--- src/hw/vid_pkg.sv ---
// package: constants for the processor voltage-id code register
// assumes a 200 MHz core clock and a byte-wide register port
package vid_pkg;
	localparam logic [7:0] ID_CODE_ADDR = 8'h43;
	localparam logic [7:0] ID_CODE_RESET = 8'h00;
	localparam int ROLE_BIT = 7;
	localparam int THRESHOLD_BIT = 6;
	localparam int SIXTH_BIT = 5;
	localparam int ID_PINS = 5;
	localparam int ID_WIDTH = 6;
	localparam int CLK_PERIOD_PS = 5000;
	localparam int ID_CHANGE_TIME_NS = 11000;
	localparam int ID_CHANGE_CYCLES = ID_CHANGE_TIME_NS * 1000 / CLK_PERIOD_PS;
	localparam logic [11:0] ID_CHANGE_LAST = 12'(ID_CHANGE_CYCLES - 1);
	localparam int CODE_WIDTH = 10;
	localparam int RAW_WIDTH = 12;
	localparam logic [9:0] CODE_MAX = 10'h3FF;
	localparam logic [9:0] CODE_NOMINAL = 10'h300;
endpackage

--- src/hw/id_link_if.sv ---
// interface: synchronised id levels and change events between sampler and register
// assumes both ends run on the same clock
`timescale 1ns/1ps
interface id_link_if;
	logic [5:0] levels;
	logic sixth_enable;
	logic change;
	modport sampler (output levels, output change, input sixth_enable);
	modport core (input levels, input change, output sixth_enable);
endinterface

--- src/hw/id_input_sampler.sv ---
// id input sampler: synchronises the id pins and detects code changes
// assumes pins are asynchronous to clk
`timescale 1ns/1ps
module id_input_sampler (
	input wire logic clk,
	input wire logic rst_b,
	input wire logic [4:0] id_pins,
	input wire logic sixth_id_input,
	id_link_if.sampler link
);
	logic [5:0] meta_q, meta_d;
	logic [5:0] sync_q, sync_d;
	logic [5:0] snap_q, snap_d;
	logic [11:0] tick_q, tick_d;
	logic change_q, change_d;
	logic [5:0] diff;

	always_comb begin
		meta_d = {sixth_id_input, id_pins};
		sync_d = meta_q;
		// every level is snapshotted so enabling the sixth input raises no false change
		diff = (sync_q ^ snap_q) & {link.sixth_enable, 5'h1F};
		tick_d = (tick_q == vid_pkg::ID_CHANGE_LAST) ? 12'h000 : tick_q + 12'h001;
		snap_d = snap_q;
		change_d = 1'b0;
		if (tick_q == vid_pkg::ID_CHANGE_LAST) begin
			// compare with the levels held one period earlier
			snap_d = sync_q;
			change_d = link.sixth_enable && (diff != 6'h00);
		end
	end

	always_ff @(posedge clk or negedge rst_b) begin
		if (!rst_b) begin
			meta_q <= 6'h00;
			sync_q <= 6'h00;
			snap_q <= 6'h00;
			tick_q <= 12'h000;
			change_q <= 1'b0;
		end else begin
			meta_q <= meta_d;
			sync_q <= sync_d;
			snap_q <= snap_d;
			tick_q <= tick_d;
			change_q <= change_d;
		end
	end

	assign link.levels = sync_q;
	assign link.change = change_q;

	a_change_period: assert property (@(posedge clk) disable iff (!rst_b)
		change_q |-> tick_q == 12'h000) else $error("id change pulse off the sampling period");
	a_change_gated: assert property (@(posedge clk) disable iff (!rst_b)
		!link.sixth_enable |=> !change_q) else $error("id change pulse with sixth input off");
endmodule

--- src/hw/processor_voltage_id_register.sv ---
// top: processor voltage-id code register with shared pin role and supply code scaling
// assumes a byte register port from the serial engine, one clock, async pins
// What this block does
// bit 6 selects id input threshold: 0 is 1 V, 1 is 0.6 V
// bit 7 selects shared pin role: high supply or sixth id input; readable
// with role bit clear, bit 5 always reads zero
// with role bit set, bit 5 reads the shared pin level
// status 2 bit 0 shows supply limit or id change by role bit
// with shared pin as id input, no high supply measurement is made
// supply codes are 10-bit, saturate at 1023, nominal is 768
// own-supply channel uses 5 V scaling when config 1 option selects it
// bits 0 to 4 read the five dedicated id pin levels
// id change flag sets when levels differ from those 11 us earlier
// id change raises alert unless mask 2 bit 0 is set
// bits 6 and 7 writable and kept; bits 0 to 5 read-only
`timescale 1ns/1ps
module processor_voltage_id_register (
	input wire logic clk,
	input wire logic rst_b,
	input wire logic [7:0] reg_addr,
	input wire logic reg_wr,
	input wire logic reg_rd,
	input wire logic [7:0] reg_wdata,
	output logic [7:0] reg_rdata_q,
	input wire logic [4:0] id_pins,
	input wire logic sixth_id_input,
	input wire logic supply_limit_event,
	input wire logic status2_clear,
	input wire logic id_change_mask,
	input wire logic cfg_supply_5v,
	input wire logic conv_valid,
	input wire logic conv_is_high_supply,
	input wire logic [11:0] conv_raw,
	output logic id_input_threshold_select_q,
	output logic shared_pin_role_select_q,
	output logic high_supply_measure_en_q,
	output logic supply_or_id_change_flag_q,
	output logic id_change_alert_q,
	output logic vcc_scale_5v_q,
	output logic supply_code_valid_q,
	output logic [9:0] supply_code_q
);
	id_link_if link ();

	id_input_sampler sampler (
		.clk(clk),
		.rst_b(rst_b),
		.id_pins(id_pins),
		.sixth_id_input(sixth_id_input),
		.link(link)
	);

	function automatic logic [9:0] saturate_code(input logic [11:0] raw);
		saturate_code = (raw > {2'b00, vid_pkg::CODE_MAX}) ? vid_pkg::CODE_MAX : raw[9:0];
	endfunction

	function automatic logic is_id_code_addr(input logic [7:0] addr);
		if (addr == vid_pkg::ID_CODE_ADDR) begin
			is_id_code_addr = 1'b1;
		end else begin
			is_id_code_addr = 1'b0;
		end
	endfunction

	logic hit_wr, hit_rd;
	logic [7:0] rdata_d;
	logic threshold_d, role_d, meas_d, flag_d, alert_d, scale_d, valid_d;
	logic [9:0] code_d;

	assign link.sixth_enable = shared_pin_role_select_q;

	always_comb begin
		hit_wr = reg_wr && is_id_code_addr(reg_addr);
		hit_rd = reg_rd && is_id_code_addr(reg_addr);
		threshold_d = id_input_threshold_select_q;
		role_d = shared_pin_role_select_q;
		if (hit_wr) begin
			// only the two control bits take the write
			threshold_d = reg_wdata[vid_pkg::THRESHOLD_BIT]; // see
			role_d = reg_wdata[vid_pkg::ROLE_BIT]; // see
		end
		rdata_d = reg_rdata_q;
		if (hit_rd) begin
			rdata_d = {shared_pin_role_select_q, id_input_threshold_select_q,
				shared_pin_role_select_q & link.levels[5], // see
				link.levels[4:0]};
		end else if (reg_rd) begin
			rdata_d = 8'h00;
		end
		meas_d = !shared_pin_role_select_q;
		flag_d = supply_or_id_change_flag_q;
		if (shared_pin_role_select_q ? link.change : supply_limit_event) begin
			flag_d = 1'b1; // see
		end else if (status2_clear) begin
			flag_d = 1'b0;
		end
		if (role_d != shared_pin_role_select_q) begin
			flag_d = 1'b0;
		end
		alert_d = shared_pin_role_select_q && supply_or_id_change_flag_q && !id_change_mask;
		scale_d = cfg_supply_5v;
		valid_d = conv_valid && !(conv_is_high_supply && shared_pin_role_select_q);
		code_d = valid_d ? saturate_code(conv_raw) : supply_code_q;
	end

	always_ff @(posedge clk or negedge rst_b) begin
		if (!rst_b) begin
			reg_rdata_q <= vid_pkg::ID_CODE_RESET;
			id_input_threshold_select_q <= 1'b0;
			shared_pin_role_select_q <= 1'b0;
			high_supply_measure_en_q <= 1'b1;
			supply_or_id_change_flag_q <= 1'b0;
			id_change_alert_q <= 1'b0;
			vcc_scale_5v_q <= 1'b0;
			supply_code_valid_q <= 1'b0;
			supply_code_q <= 10'h000;
		end else begin
			reg_rdata_q <= rdata_d;
			id_input_threshold_select_q <= threshold_d;
			shared_pin_role_select_q <= role_d;
			high_supply_measure_en_q <= meas_d;
			supply_or_id_change_flag_q <= flag_d;
			id_change_alert_q <= alert_d;
			vcc_scale_5v_q <= scale_d;
			supply_code_valid_q <= valid_d;
			supply_code_q <= code_d;
		end
	end

	a_threshold_write: assert property (@(posedge clk) disable iff (!rst_b)
		hit_wr |=> id_input_threshold_select_q == $past(reg_wdata[6])) else $error("threshold bit not stored");
	a_role_write: assert property (@(posedge clk) disable iff (!rst_b)
		hit_wr ##1 !hit_wr ##1 hit_rd |=> reg_rdata_q[7] == $past(reg_wdata[7], 3))
		else $error("role bit not read back");
	a_bit5_zero: assert property (@(posedge clk) disable iff (!rst_b)
		hit_rd && !shared_pin_role_select_q |=> reg_rdata_q[5] == 1'b0) else $error("bit 5 not zero");
	a_bit5_follow: assert property (@(posedge clk) disable iff (!rst_b)
		hit_rd && shared_pin_role_select_q |=> reg_rdata_q[5] == $past(link.levels[5]))
		else $error("bit 5 does not follow shared pin");
	a_low_bits: assert property (@(posedge clk) disable iff (!rst_b)
		hit_rd |=> reg_rdata_q[4:0] == $past(link.levels[4:0])) else $error("id bits wrong");
	a_flag_supply: assert property (@(posedge clk) disable iff (!rst_b)
		!shared_pin_role_select_q && supply_limit_event && !hit_wr |=> supply_or_id_change_flag_q)
		else $error("supply limit not flagged");
	a_flag_change: assert property (@(posedge clk) disable iff (!rst_b)
		shared_pin_role_select_q && link.change && !hit_wr |=> supply_or_id_change_flag_q ##1 id_change_alert_q
		|| $past(id_change_mask)) else $error("id change not flagged");
	a_no_high_meas: assert property (@(posedge clk) disable iff (!rst_b)
		conv_valid && conv_is_high_supply && shared_pin_role_select_q |=> !supply_code_valid_q && !high_supply_measure_en_q)
		else $error("high supply measured in id mode");
	a_code_sat: assert property (@(posedge clk) disable iff (!rst_b)
		conv_valid && !conv_is_high_supply && conv_raw > 12'h3FF |=> supply_code_q == 10'h3FF)
		else $error("code not saturated");
	a_alert_mask: assert property (@(posedge clk) disable iff (!rst_b)
		id_change_mask |=> !id_change_alert_q) else $error("masked alert raised");
	a_vcc_scale: assert property (@(posedge clk) disable iff (!rst_b)
		$rose(cfg_supply_5v) |=> vcc_scale_5v_q) else $error("5 V scaling not selected");

	a_role_store: assert property (@(posedge clk) disable iff (!rst_b)
		hit_wr |=> shared_pin_role_select_q == $past(reg_wdata[vid_pkg::ROLE_BIT]))
		else $error("role bit not stored");

	a_threshold_keep: assert property (@(posedge clk) disable iff (!rst_b)
		!hit_wr |=> $stable(id_input_threshold_select_q))
		else $error("threshold bit changed without a write");

	a_role_keep: assert property (@(posedge clk) disable iff (!rst_b)
		!hit_wr |=> $stable(shared_pin_role_select_q))
		else $error("role bit changed without a write");

	a_threshold_readback: assert property (@(posedge clk) disable iff (!rst_b)
		hit_rd |=> reg_rdata_q[vid_pkg::THRESHOLD_BIT] == $past(id_input_threshold_select_q))
		else $error("threshold bit not read back");

	a_role_readback: assert property (@(posedge clk) disable iff (!rst_b)
		hit_rd |=> reg_rdata_q[vid_pkg::ROLE_BIT] == $past(shared_pin_role_select_q))
		else $error("role bit read back wrong");

	a_meas_stop: assert property (@(posedge clk) disable iff (!rst_b)
		shared_pin_role_select_q |=> !high_supply_measure_en_q)
		else $error("high supply measurement left on");

	a_meas_resume: assert property (@(posedge clk) disable iff (!rst_b)
		!shared_pin_role_select_q |=> high_supply_measure_en_q)
		else $error("high supply measurement off in supply mode");

	a_flag_clear: assert property (@(posedge clk) disable iff (!rst_b)
		status2_clear && !supply_limit_event && !link.change |=> !supply_or_id_change_flag_q)
		else $error("flag not cleared");

	a_supply_mux: assert property (@(posedge clk) disable iff (!rst_b)
		!shared_pin_role_select_q && !supply_limit_event && !supply_or_id_change_flag_q
		|=> !supply_or_id_change_flag_q)
		else $error("flag set in supply mode without a limit event");

	a_change_mux: assert property (@(posedge clk) disable iff (!rst_b)
		shared_pin_role_select_q && !link.change && !supply_or_id_change_flag_q
		|=> !supply_or_id_change_flag_q)
		else $error("flag set in id mode without an id change");

	a_alert_raise: assert property (@(posedge clk) disable iff (!rst_b)
		shared_pin_role_select_q && supply_or_id_change_flag_q && !id_change_mask |=> id_change_alert_q)
		else $error("unmasked id change gave no alert");

	a_alert_source: assert property (@(posedge clk) disable iff (!rst_b)
		id_change_alert_q |-> $past(supply_or_id_change_flag_q) && $past(shared_pin_role_select_q))
		else $error("alert without a flagged id change");

	a_alert_idle: assert property (@(posedge clk) disable iff (!rst_b)
		!shared_pin_role_select_q |=> !id_change_alert_q)
		else $error("id change alert in supply mode");

	a_code_pass: assert property (@(posedge clk) disable iff (!rst_b)
		conv_valid && !conv_is_high_supply && conv_raw <= 12'h3FF |=> supply_code_q == $past(conv_raw[9:0]))
		else $error("in-range code altered");

	a_high_sat: assert property (@(posedge clk) disable iff (!rst_b)
		conv_valid && conv_is_high_supply && !shared_pin_role_select_q && conv_raw > 12'h3FF
		|=> supply_code_q == 10'h3FF)
		else $error("high supply code not saturated");

	a_code_hold: assert property (@(posedge clk) disable iff (!rst_b)
		!conv_valid |=> !supply_code_valid_q && $stable(supply_code_q))
		else $error("supply code changed without a result");

	a_code_accept: assert property (@(posedge clk) disable iff (!rst_b)
		conv_valid && !(conv_is_high_supply && shared_pin_role_select_q) |=> supply_code_valid_q)
		else $error("accepted result not flagged valid");

	a_vcc_default: assert property (@(posedge clk) disable iff (!rst_b)
		!cfg_supply_5v |=> !vcc_scale_5v_q)
		else $error("5 V scaling without the option");
endmodule

--- config.mk ---
export PLATFORM = sky130hd
export DESIGN_NAME = processor_voltage_id_register
export DESIGN_NICKNAME = d
export VERILOG_FILES = /design/src/hw/vid_pkg.sv /design/src/hw/id_link_if.sv /design/src/hw/id_input_sampler.sv /design/src/hw/processor_voltage_id_register.sv
export SDC_FILE = /design/constraint.sdc
export NUM_CORES = 1
export LEC_CHECK = 0
export ABC_AREA = 1
export BUFFER_PORTS_ARGS = -buffer_cell sky130_fd_sc_hd__buf_2
export CAP_MARGIN = 20
export CORE_AREA = 2 2 98 100
export CTS_CLUSTER_DIAMETER = 200
export DETAILED_ROUTE_END_ITERATION = 10
export DIE_AREA = 0 0 100 102
export SYNTH_ARGS = -nofsm -noshare
export SYNTH_HDL_FRONTEND = slang
export SYNTH_HIERARCHICAL = 1
export SYNTH_SLANG_ARGS = --single-unit
--- constraint.sdc ---
create_clock -name clk -period 1.5 [get_ports clk]
set_clock_uncertainty 0.05 [all_clocks]
set_input_delay 0.45 -clock clk [delete_from_list [all_inputs] [get_ports clk]]
set_output_delay 0.45 -clock clk [all_outputs]
set_load 0.05 [all_outputs]
==> results_dict.tcl, run 1 <==
set metrics [dict create \
    wire_per_inst_um 10.34 \
    firstDrtPassIters 4 \
    drcViolationCount 0 \
    syn_nets 304 \
    vias_per_cell 4.181 \
    path_cells "buf_8" \
    hpwl_um 3427 \
    hp-class "input pin to flop" \
    worst_ep_required_time_ps 1000 \
    start_kind "flop" \
    critPathKind "flop to output port" \
    p_per_area_nw_per_um2 893.8 \
    ys_top_cells_by_count "dfrtp_1, nand2_1, inv_1, nor2_1, nand3_1" \
    rsz0062_at_grt "true" \
    grt_max_degree 24 \
    overflow 0 \
    drt_first_iter_violations 76 \
    clockRootBuffer "clkbuf_8" \
    final-max-slew-violation-count 0 \
    synth_seq_cells 56 \
    critPathTopFamily "flip-flops" \
    die_height_um 102 \
    synth.most_common_cell "dfrtp_1" \
    vias 1848 \
    ys_types 31 \
    drt-total-wl_um 4569 \
    core_area_um2 9109 \
    yosys_warnings 6 \
    cts_tree "yes" \
    clk-insertion-delay-late_ps 300 \
    crit_fanout 1 \
    min_period_ps 1492 \
    num_rows 35 \
    layout.cells.non_filler 442 \
    netlist_instances 259 \
    place_ws_ps 67.56 \
    io_pins 69 \
    grt_use_total_pct 9.258 \
    syn_avg_cell_area_um2 9.309 \
    status "finished clean" \
    grt_pass1_wl_um 7624 \
    fin_crit_sh_pct 99.44 \
    max_freq_mhz 670.4 \
    grt_antenna_before_repair 0 \
    ys_seq_area_share_pct 58.17 \
    crit_buf_inv 1 \
    syn_area_um2 2411 \
    cts_htree_levels 2 \
    worst_slack_ps 8.403 \
    synthTopCellsByArea "dfrtp_1, nand2_1, inv_1, nor2_1, nand3_1" \
    finalSetupViolCount 0 \
    p_total_mw 2.705 \
    max_cap_violations 0 \
    cts_sinks 56 \
    worst_pin_slew_ps 371.8 \
    cts_buffer_depth 2 \
    io_buffer_count 62 \
    clkTransAtPathRegs_ps 100 \
    ant_nets 0 \
    cp_data_arrival_time_ps 990 \
    hold_viol 0 \
    netlist.area_leader.share_pct 57.08 \
    slowest_delay_ps 550 \
    synthArstFlopShare_pct 100.0 \
    power_leakage_nw 1.512 \
    syn_to_final_growth_pct 25.53 \
    synth_ff_type "dfrtp_1" \
    place.gp.congestion 0.7950 \
    die_area_um2 10200 \
    critPathSlowestCell "dfstp_2" \
    fin_worst_hold_slack_ps 190.5 \
    num_antenna_cells 0 \
    post-cts-setup-buffer-count 0 \
    layout-drive-gt1-share_pct 30.82 \
    ir_drop_mv 0.4381 \
    end_kind "output port" \
    nets 375 \
    dp_cells 432 \
    die_w_um 100 \
    synth_top_cell_by_area "dfrtp_1" \
    relSlewSlack_pct 75.21 \
    synth_edf_count 0 \
    grt_pass1_vias 1801 \
    start_util_pct 26.47 \
    cts-buffers-inserted 5 \
]
==> report_power, final <==
| group | total (mW) | internal, mW | switching, mW | leakage, nW |
|---|---|---|---|---|
| Combinational | 0.285 | 0.0927 | 0.193 | 0.785 |
| Clock | 0.848 | 0.379 | 0.468 | 0.0484 |
| Sequential | 1.57 | 1.55 | 0.0217 | 0.679 |
| Total | 2.71 | 2.02 | 0.683 | 1.51 |
==> through the flow <==
step	utilization (%)	TNS (ps)	instance area [µm²]
finish	33.23	0	3027
global route	33.23	-17.81	3027
CTS	32.98	-1.754	3004
detailed placement	31.72	0	2889
global placement	31.72	0	2889
floorplan	-	0	2411
==> layer usage <==
metal / global-route usage [%] / vias to the layer above / wire (µm)
met5: 0 / - / 0
met4: 2.529 / 0 / 36
li1: - / 949 / -
met2: 16.27 / 39 / 2170
met1: 11.09 / 855 / 2124
met3: 2.804 / 5 / 237
==> registers in the layout, indices dropped and copies added (netlist names) <==
signal                       count
reg_rdata_q                      8
sampler/snap_q                   6
shared_pin_role_select_q         1
sampler/link.change              1
vcc_scale_5v_q                   1
supply_or_id_change_flag_q       1
supply_code_q                   10
id_input_threshold_select_q      1
sampler/meta_q                   6
sampler/tick_q                  12
sampler/link.levels              6
supply_code_valid_q              1
id_change_alert_q                1
high_supply_measure_en_q         1
==> timing repair <==
item	in CTS	in global routing
gates cloned	0	1
pin swaps	0	1
hold buffers	1	0
endpoints found under the hold margin	6	0
gates resized for setup	3	2
endpoints found under the setup margin	1	9
==> placed cells by master (no fill, tap or decap), drive strengths merged <==
cell type	instances
buf	67
dfrtp	55
nand2	53
inv	43
nor2	43
nand3	15
o21ai	13
a21oi	11
clkbuf	7
nor3	5
nand4	4
o22ai	3
or2	2
xnor2	2
a21boi	1
o211ai	1
clkinv	1
dfstp	1
dlygate4sd3	1
xor2	1
a21o	1
ha	1
==> layout make-up <==
class | count | area, µm²
Multi-Input combinational cell | 156 | 835.8
Clock buffer | 7 | 86.33
Inverter | 43 | 161.4
Tap cell | 111 | 138.9
Fill cell | 974 | 6082
Timing Repair Buffer | 68 | 392.9
Sequential cell | 56 | 1403
Clock inverter | 1 | 8.758
==> path summary, 6_finish.rpt <==
path                                                    startpoint                                to  slack [ps]  depth (start not counted)
worst max-delay path            high_supply_measure_en_q$_DFF_PN1_          high_supply_measure_en_q           8                          1
worst min-delay path                                    id_pins[4]       sampler/meta_q[4]$_DFF_PN0_         190                          1
worst max register to register         sampler/tick_q[0]$_DFF_PN0_      sampler/tick_q[10]$_DFF_PN0_         140                          7
worst min register to register         sampler/meta_q[0]$_DFF_PN0_  sampler/link.levels[0]$_DFF_PN0_         310                          0
max in group asynchronous                                    rst_b      supply_code_q[9]$_DFFE_PN0P_         420                          3
min in group asynchronous                                    rst_b        reg_rdata_q[3]$_DFFE_PN0P_         530                          2
==> worst register-to-register path, cell delays in order, from the launching register on <==
cell     delay [ps]
dfrtp_1         380
ha_1            170
nand2_1         120
buf_4           170
nor3_2          180
nand3_1         100
nand2_1          80
inv_1            30
==> cell families after synthesis <==
group	after synthesis	synth area share [%]
adder cells (fa/ha/maj)	1	0.5189
AO/OA/AOI/OAI	30	7.836
buffers and inverters	48	8.095
XOR/XNOR	3	1.090
flip-flops	56	58.17
AND/OR/NAND/NOR	121	24.29
Note: power is estimated with default switching activity, not from simulation.
==> inputs of run 2 (changes only) <==
--- a/config.mk
+++ b/config.mk
@@ -10,6 +10,7 @@
 export CAP_MARGIN = 20
 export CORE_AREA = 2 2 98 100
 export CTS_CLUSTER_DIAMETER = 200
+export CTS_CLUSTER_SIZE = 40
 export DETAILED_ROUTE_END_ITERATION = 10
 export DIE_AREA = 0 0 100 102
 export SYNTH_ARGS = -nofsm -noshare
==> constraint.sdc (replaced) <==
create_clock -name clk -period 1.5 [get_ports clk]
set_clock_uncertainty 0.05 [all_clocks]
set_input_delay 0.225 -clock clk [delete_from_list [all_inputs] [get_ports clk]]
set_output_delay 0.225 -clock clk [all_outputs]
set_load 0.05 [all_outputs]
==> run 2 against run 1 <==
Core utilization rose by 0.44 points. Worst hold slack got worse by 77 ps. Highest routed layer unchanged. Global-route usage barely moved. Largest cell class unchanged. Setup slack improved by 53 ps. Critical endpoint is now shared_pin_role_select_q.
==> results_dict.tcl, run 2 (synthesis results as in run 1) <==
set metrics [dict create \
    rsz0062_at_grt "false" \
    start_kind "flop" \
    cts_sinks 56 \
    finalSetupViolCount 0 \
    fin_worst_hold_slack_ps 113.1 \
    cp_data_arrival_time_ps 1160 \
    die_w_um 100 \
    hp-start "conv_raw[7]" \
    power_leakage_nw 1.524 \
    critPathSlowestCell "dfrtp_1" \
    io_pins 69 \
    final-max-slew-violation-count 0 \
    drt-total-wl_um 4718 \
    slowest_delay_ps 530 \
    fin_crit_sh_pct 95.88 \
    multi_input_comb_area_um2 838.3 \
    start_util_pct 26.47 \
    grt_pass1_wl_um 7603 \
    ff_latch_area_um2 1403 \
    r2r-start "sampler/tick_q[0]$_DFF_PN0_" \
    nets 381 \
    min_period_ps 1438 \
    cts_buffer_depth 2 \
    detailed_place.area_um2 2854 \
    final_common_cell "buf_2" \
    drcViolationCount 0 \
    max_cap_violations 0 \
    critPathTopFamily "flip-flops" \
    grt_max_degree 57 \
    num_rows 35 \
    largest_reg_flops 12 \
    wire_per_inst_um 10.53 \
    setup.worst_path.start "shared_pin_role_select_q$_DFF_PN0_" \
    drt_first_iter_violations 61 \
    hold_viol 0 \
    grt_use_total_pct 9.278 \
    core_area_um2 9109 \
    crit_buf_inv 1 \
    grt_antenna_before_repair 0 \
    die_height_um 102 \
    path_cells "buf_2" \
    hp-class "input pin to flop" \
    die_area_um2 10200 \
    reg_top3 "sampler/tick_q x12, supply_code_q x10, reg_rdata_q x8" \
    status "finished clean" \
    io_buffer_count 62 \
    layout-drive-gt1-share_pct 29.97 \
    cts-buffers-inserted 5 \
    ant_nets 0 \
    vias 1860 \
    clockRootBuffer "clkbuf_8" \
    firstDrtPassIters 4 \
    end_kind "output port" \
    ir_drop_mv 0.3481 \
    setup_tns_ps 0 \
    syn_to_final_growth_pct 27.19 \
    overflow 0 \
    hpwl_um 3347 \
    vias_per_cell 4.152 \
    p_per_area_nw_per_um2 879.6 \
    cts_tree "yes" \
    place.gp.congestion 0.7585 \
    fillers 958 \
    crit_fanout 8 \
    num_antenna_cells 0 \
    clkTransAtPathRegs_ps 100 \
    worst_ep_required_time_ps 1220 \
    final_cell_mix "buf_2, dfrtp_1, nand2_1" \
    clk-insertion-delay-late_ps 310 \
    worst_pin_slew_ps 329.6 \
    top_register "sampler/tick_q" \
    design_area_um2 3067 \
    max_freq_mhz 695.3 \
    critPathKind "flop to output port" \
    cts_htree_levels 2 \
    grt_pass1_vias 1804 \
    relSlewSlack_pct 77.96 \
]
## run 2: cell count changes in the layout (fill, tap and decap cells not counted), sizes merged
cell         previous run  this run
buf                    67        65
clkbuf                  7         5
clkinvlp                0         1
dlygate4sd3             1         9
inv                    43        44
## run 2: final cells by class
| type | instances | area share (%) |
|---|---|---|
| flip-flops and latches | 56 | 45.74 |
| multi-input cells | 156 | 27.34 |
| repair buffers | 74 | 14.20 |
| inverters | 43 | 5.263 |
| well taps | 111 | 4.529 |
| clock buffers | 5 | 2.244 |
| clock inverters | 3 | 0.6936 |
## run 2: path summary, 6_finish.rpt
check	to	depth (start not counted)	slack, ps
max in group asynchronous	high_supply_measure_en_q$_DFF_PN1_	3	730
worst max register to register	sampler/tick_q[11]$_DFF_PN0_	7	140
worst max-delay path	shared_pin_role_select_q	1	60
worst min-delay path	supply_code_q[7]$_DFFE_PN0P_	3	110
min in group asynchronous	reg_rdata_q[4]$_DFFE_PN0P_	3	370
worst min register to register	sampler/link.levels[2]$_DFF_PN0_	0	300
## run 2: through the flow
step                      setup WS [ps]  std cells  utilization [%]  total power, mW
after floorplan                   179.8        259                -            1.754
after global placement            61.20        429            31.33            1.876
after detailed placement          32.82        429            31.33            1.882
after CTS                         18.29        446            33.31            2.749
after global routing             0.8465        448            33.67            2.831
final                             61.79        448            33.67            2.698
## run 2: timing repair
item | in CTS | in global routing
gates resized for setup | 0 | 3
hold buffers | 9 | 0
hold endpoints to repair | 63 | 0
endpoints found under the setup margin | 0 | 11
buffers inserted | 0 | 1
## run 2: per-layer routing
| layer | global-route usage [%] | vias to the layer above | wire, µm |
|---|---|---|---|
| met5 | 0 | - | 0 |
| met4 | 3.161 | 0 | 55 |
| met3 | 2.462 | 7 | 212 |
| met2 | 15.80 | 47 | 2255 |
| met1 | 11.49 | 852 | 2195 |
| li1 | - | 954 | - |
## run 2: where the power goes
group	total (mW)	switching, mW	internal, mW
clock network	0.834	0.501	0.333
registers	1.57	0.0225	1.55
logic	0.291	0.194	0.0974
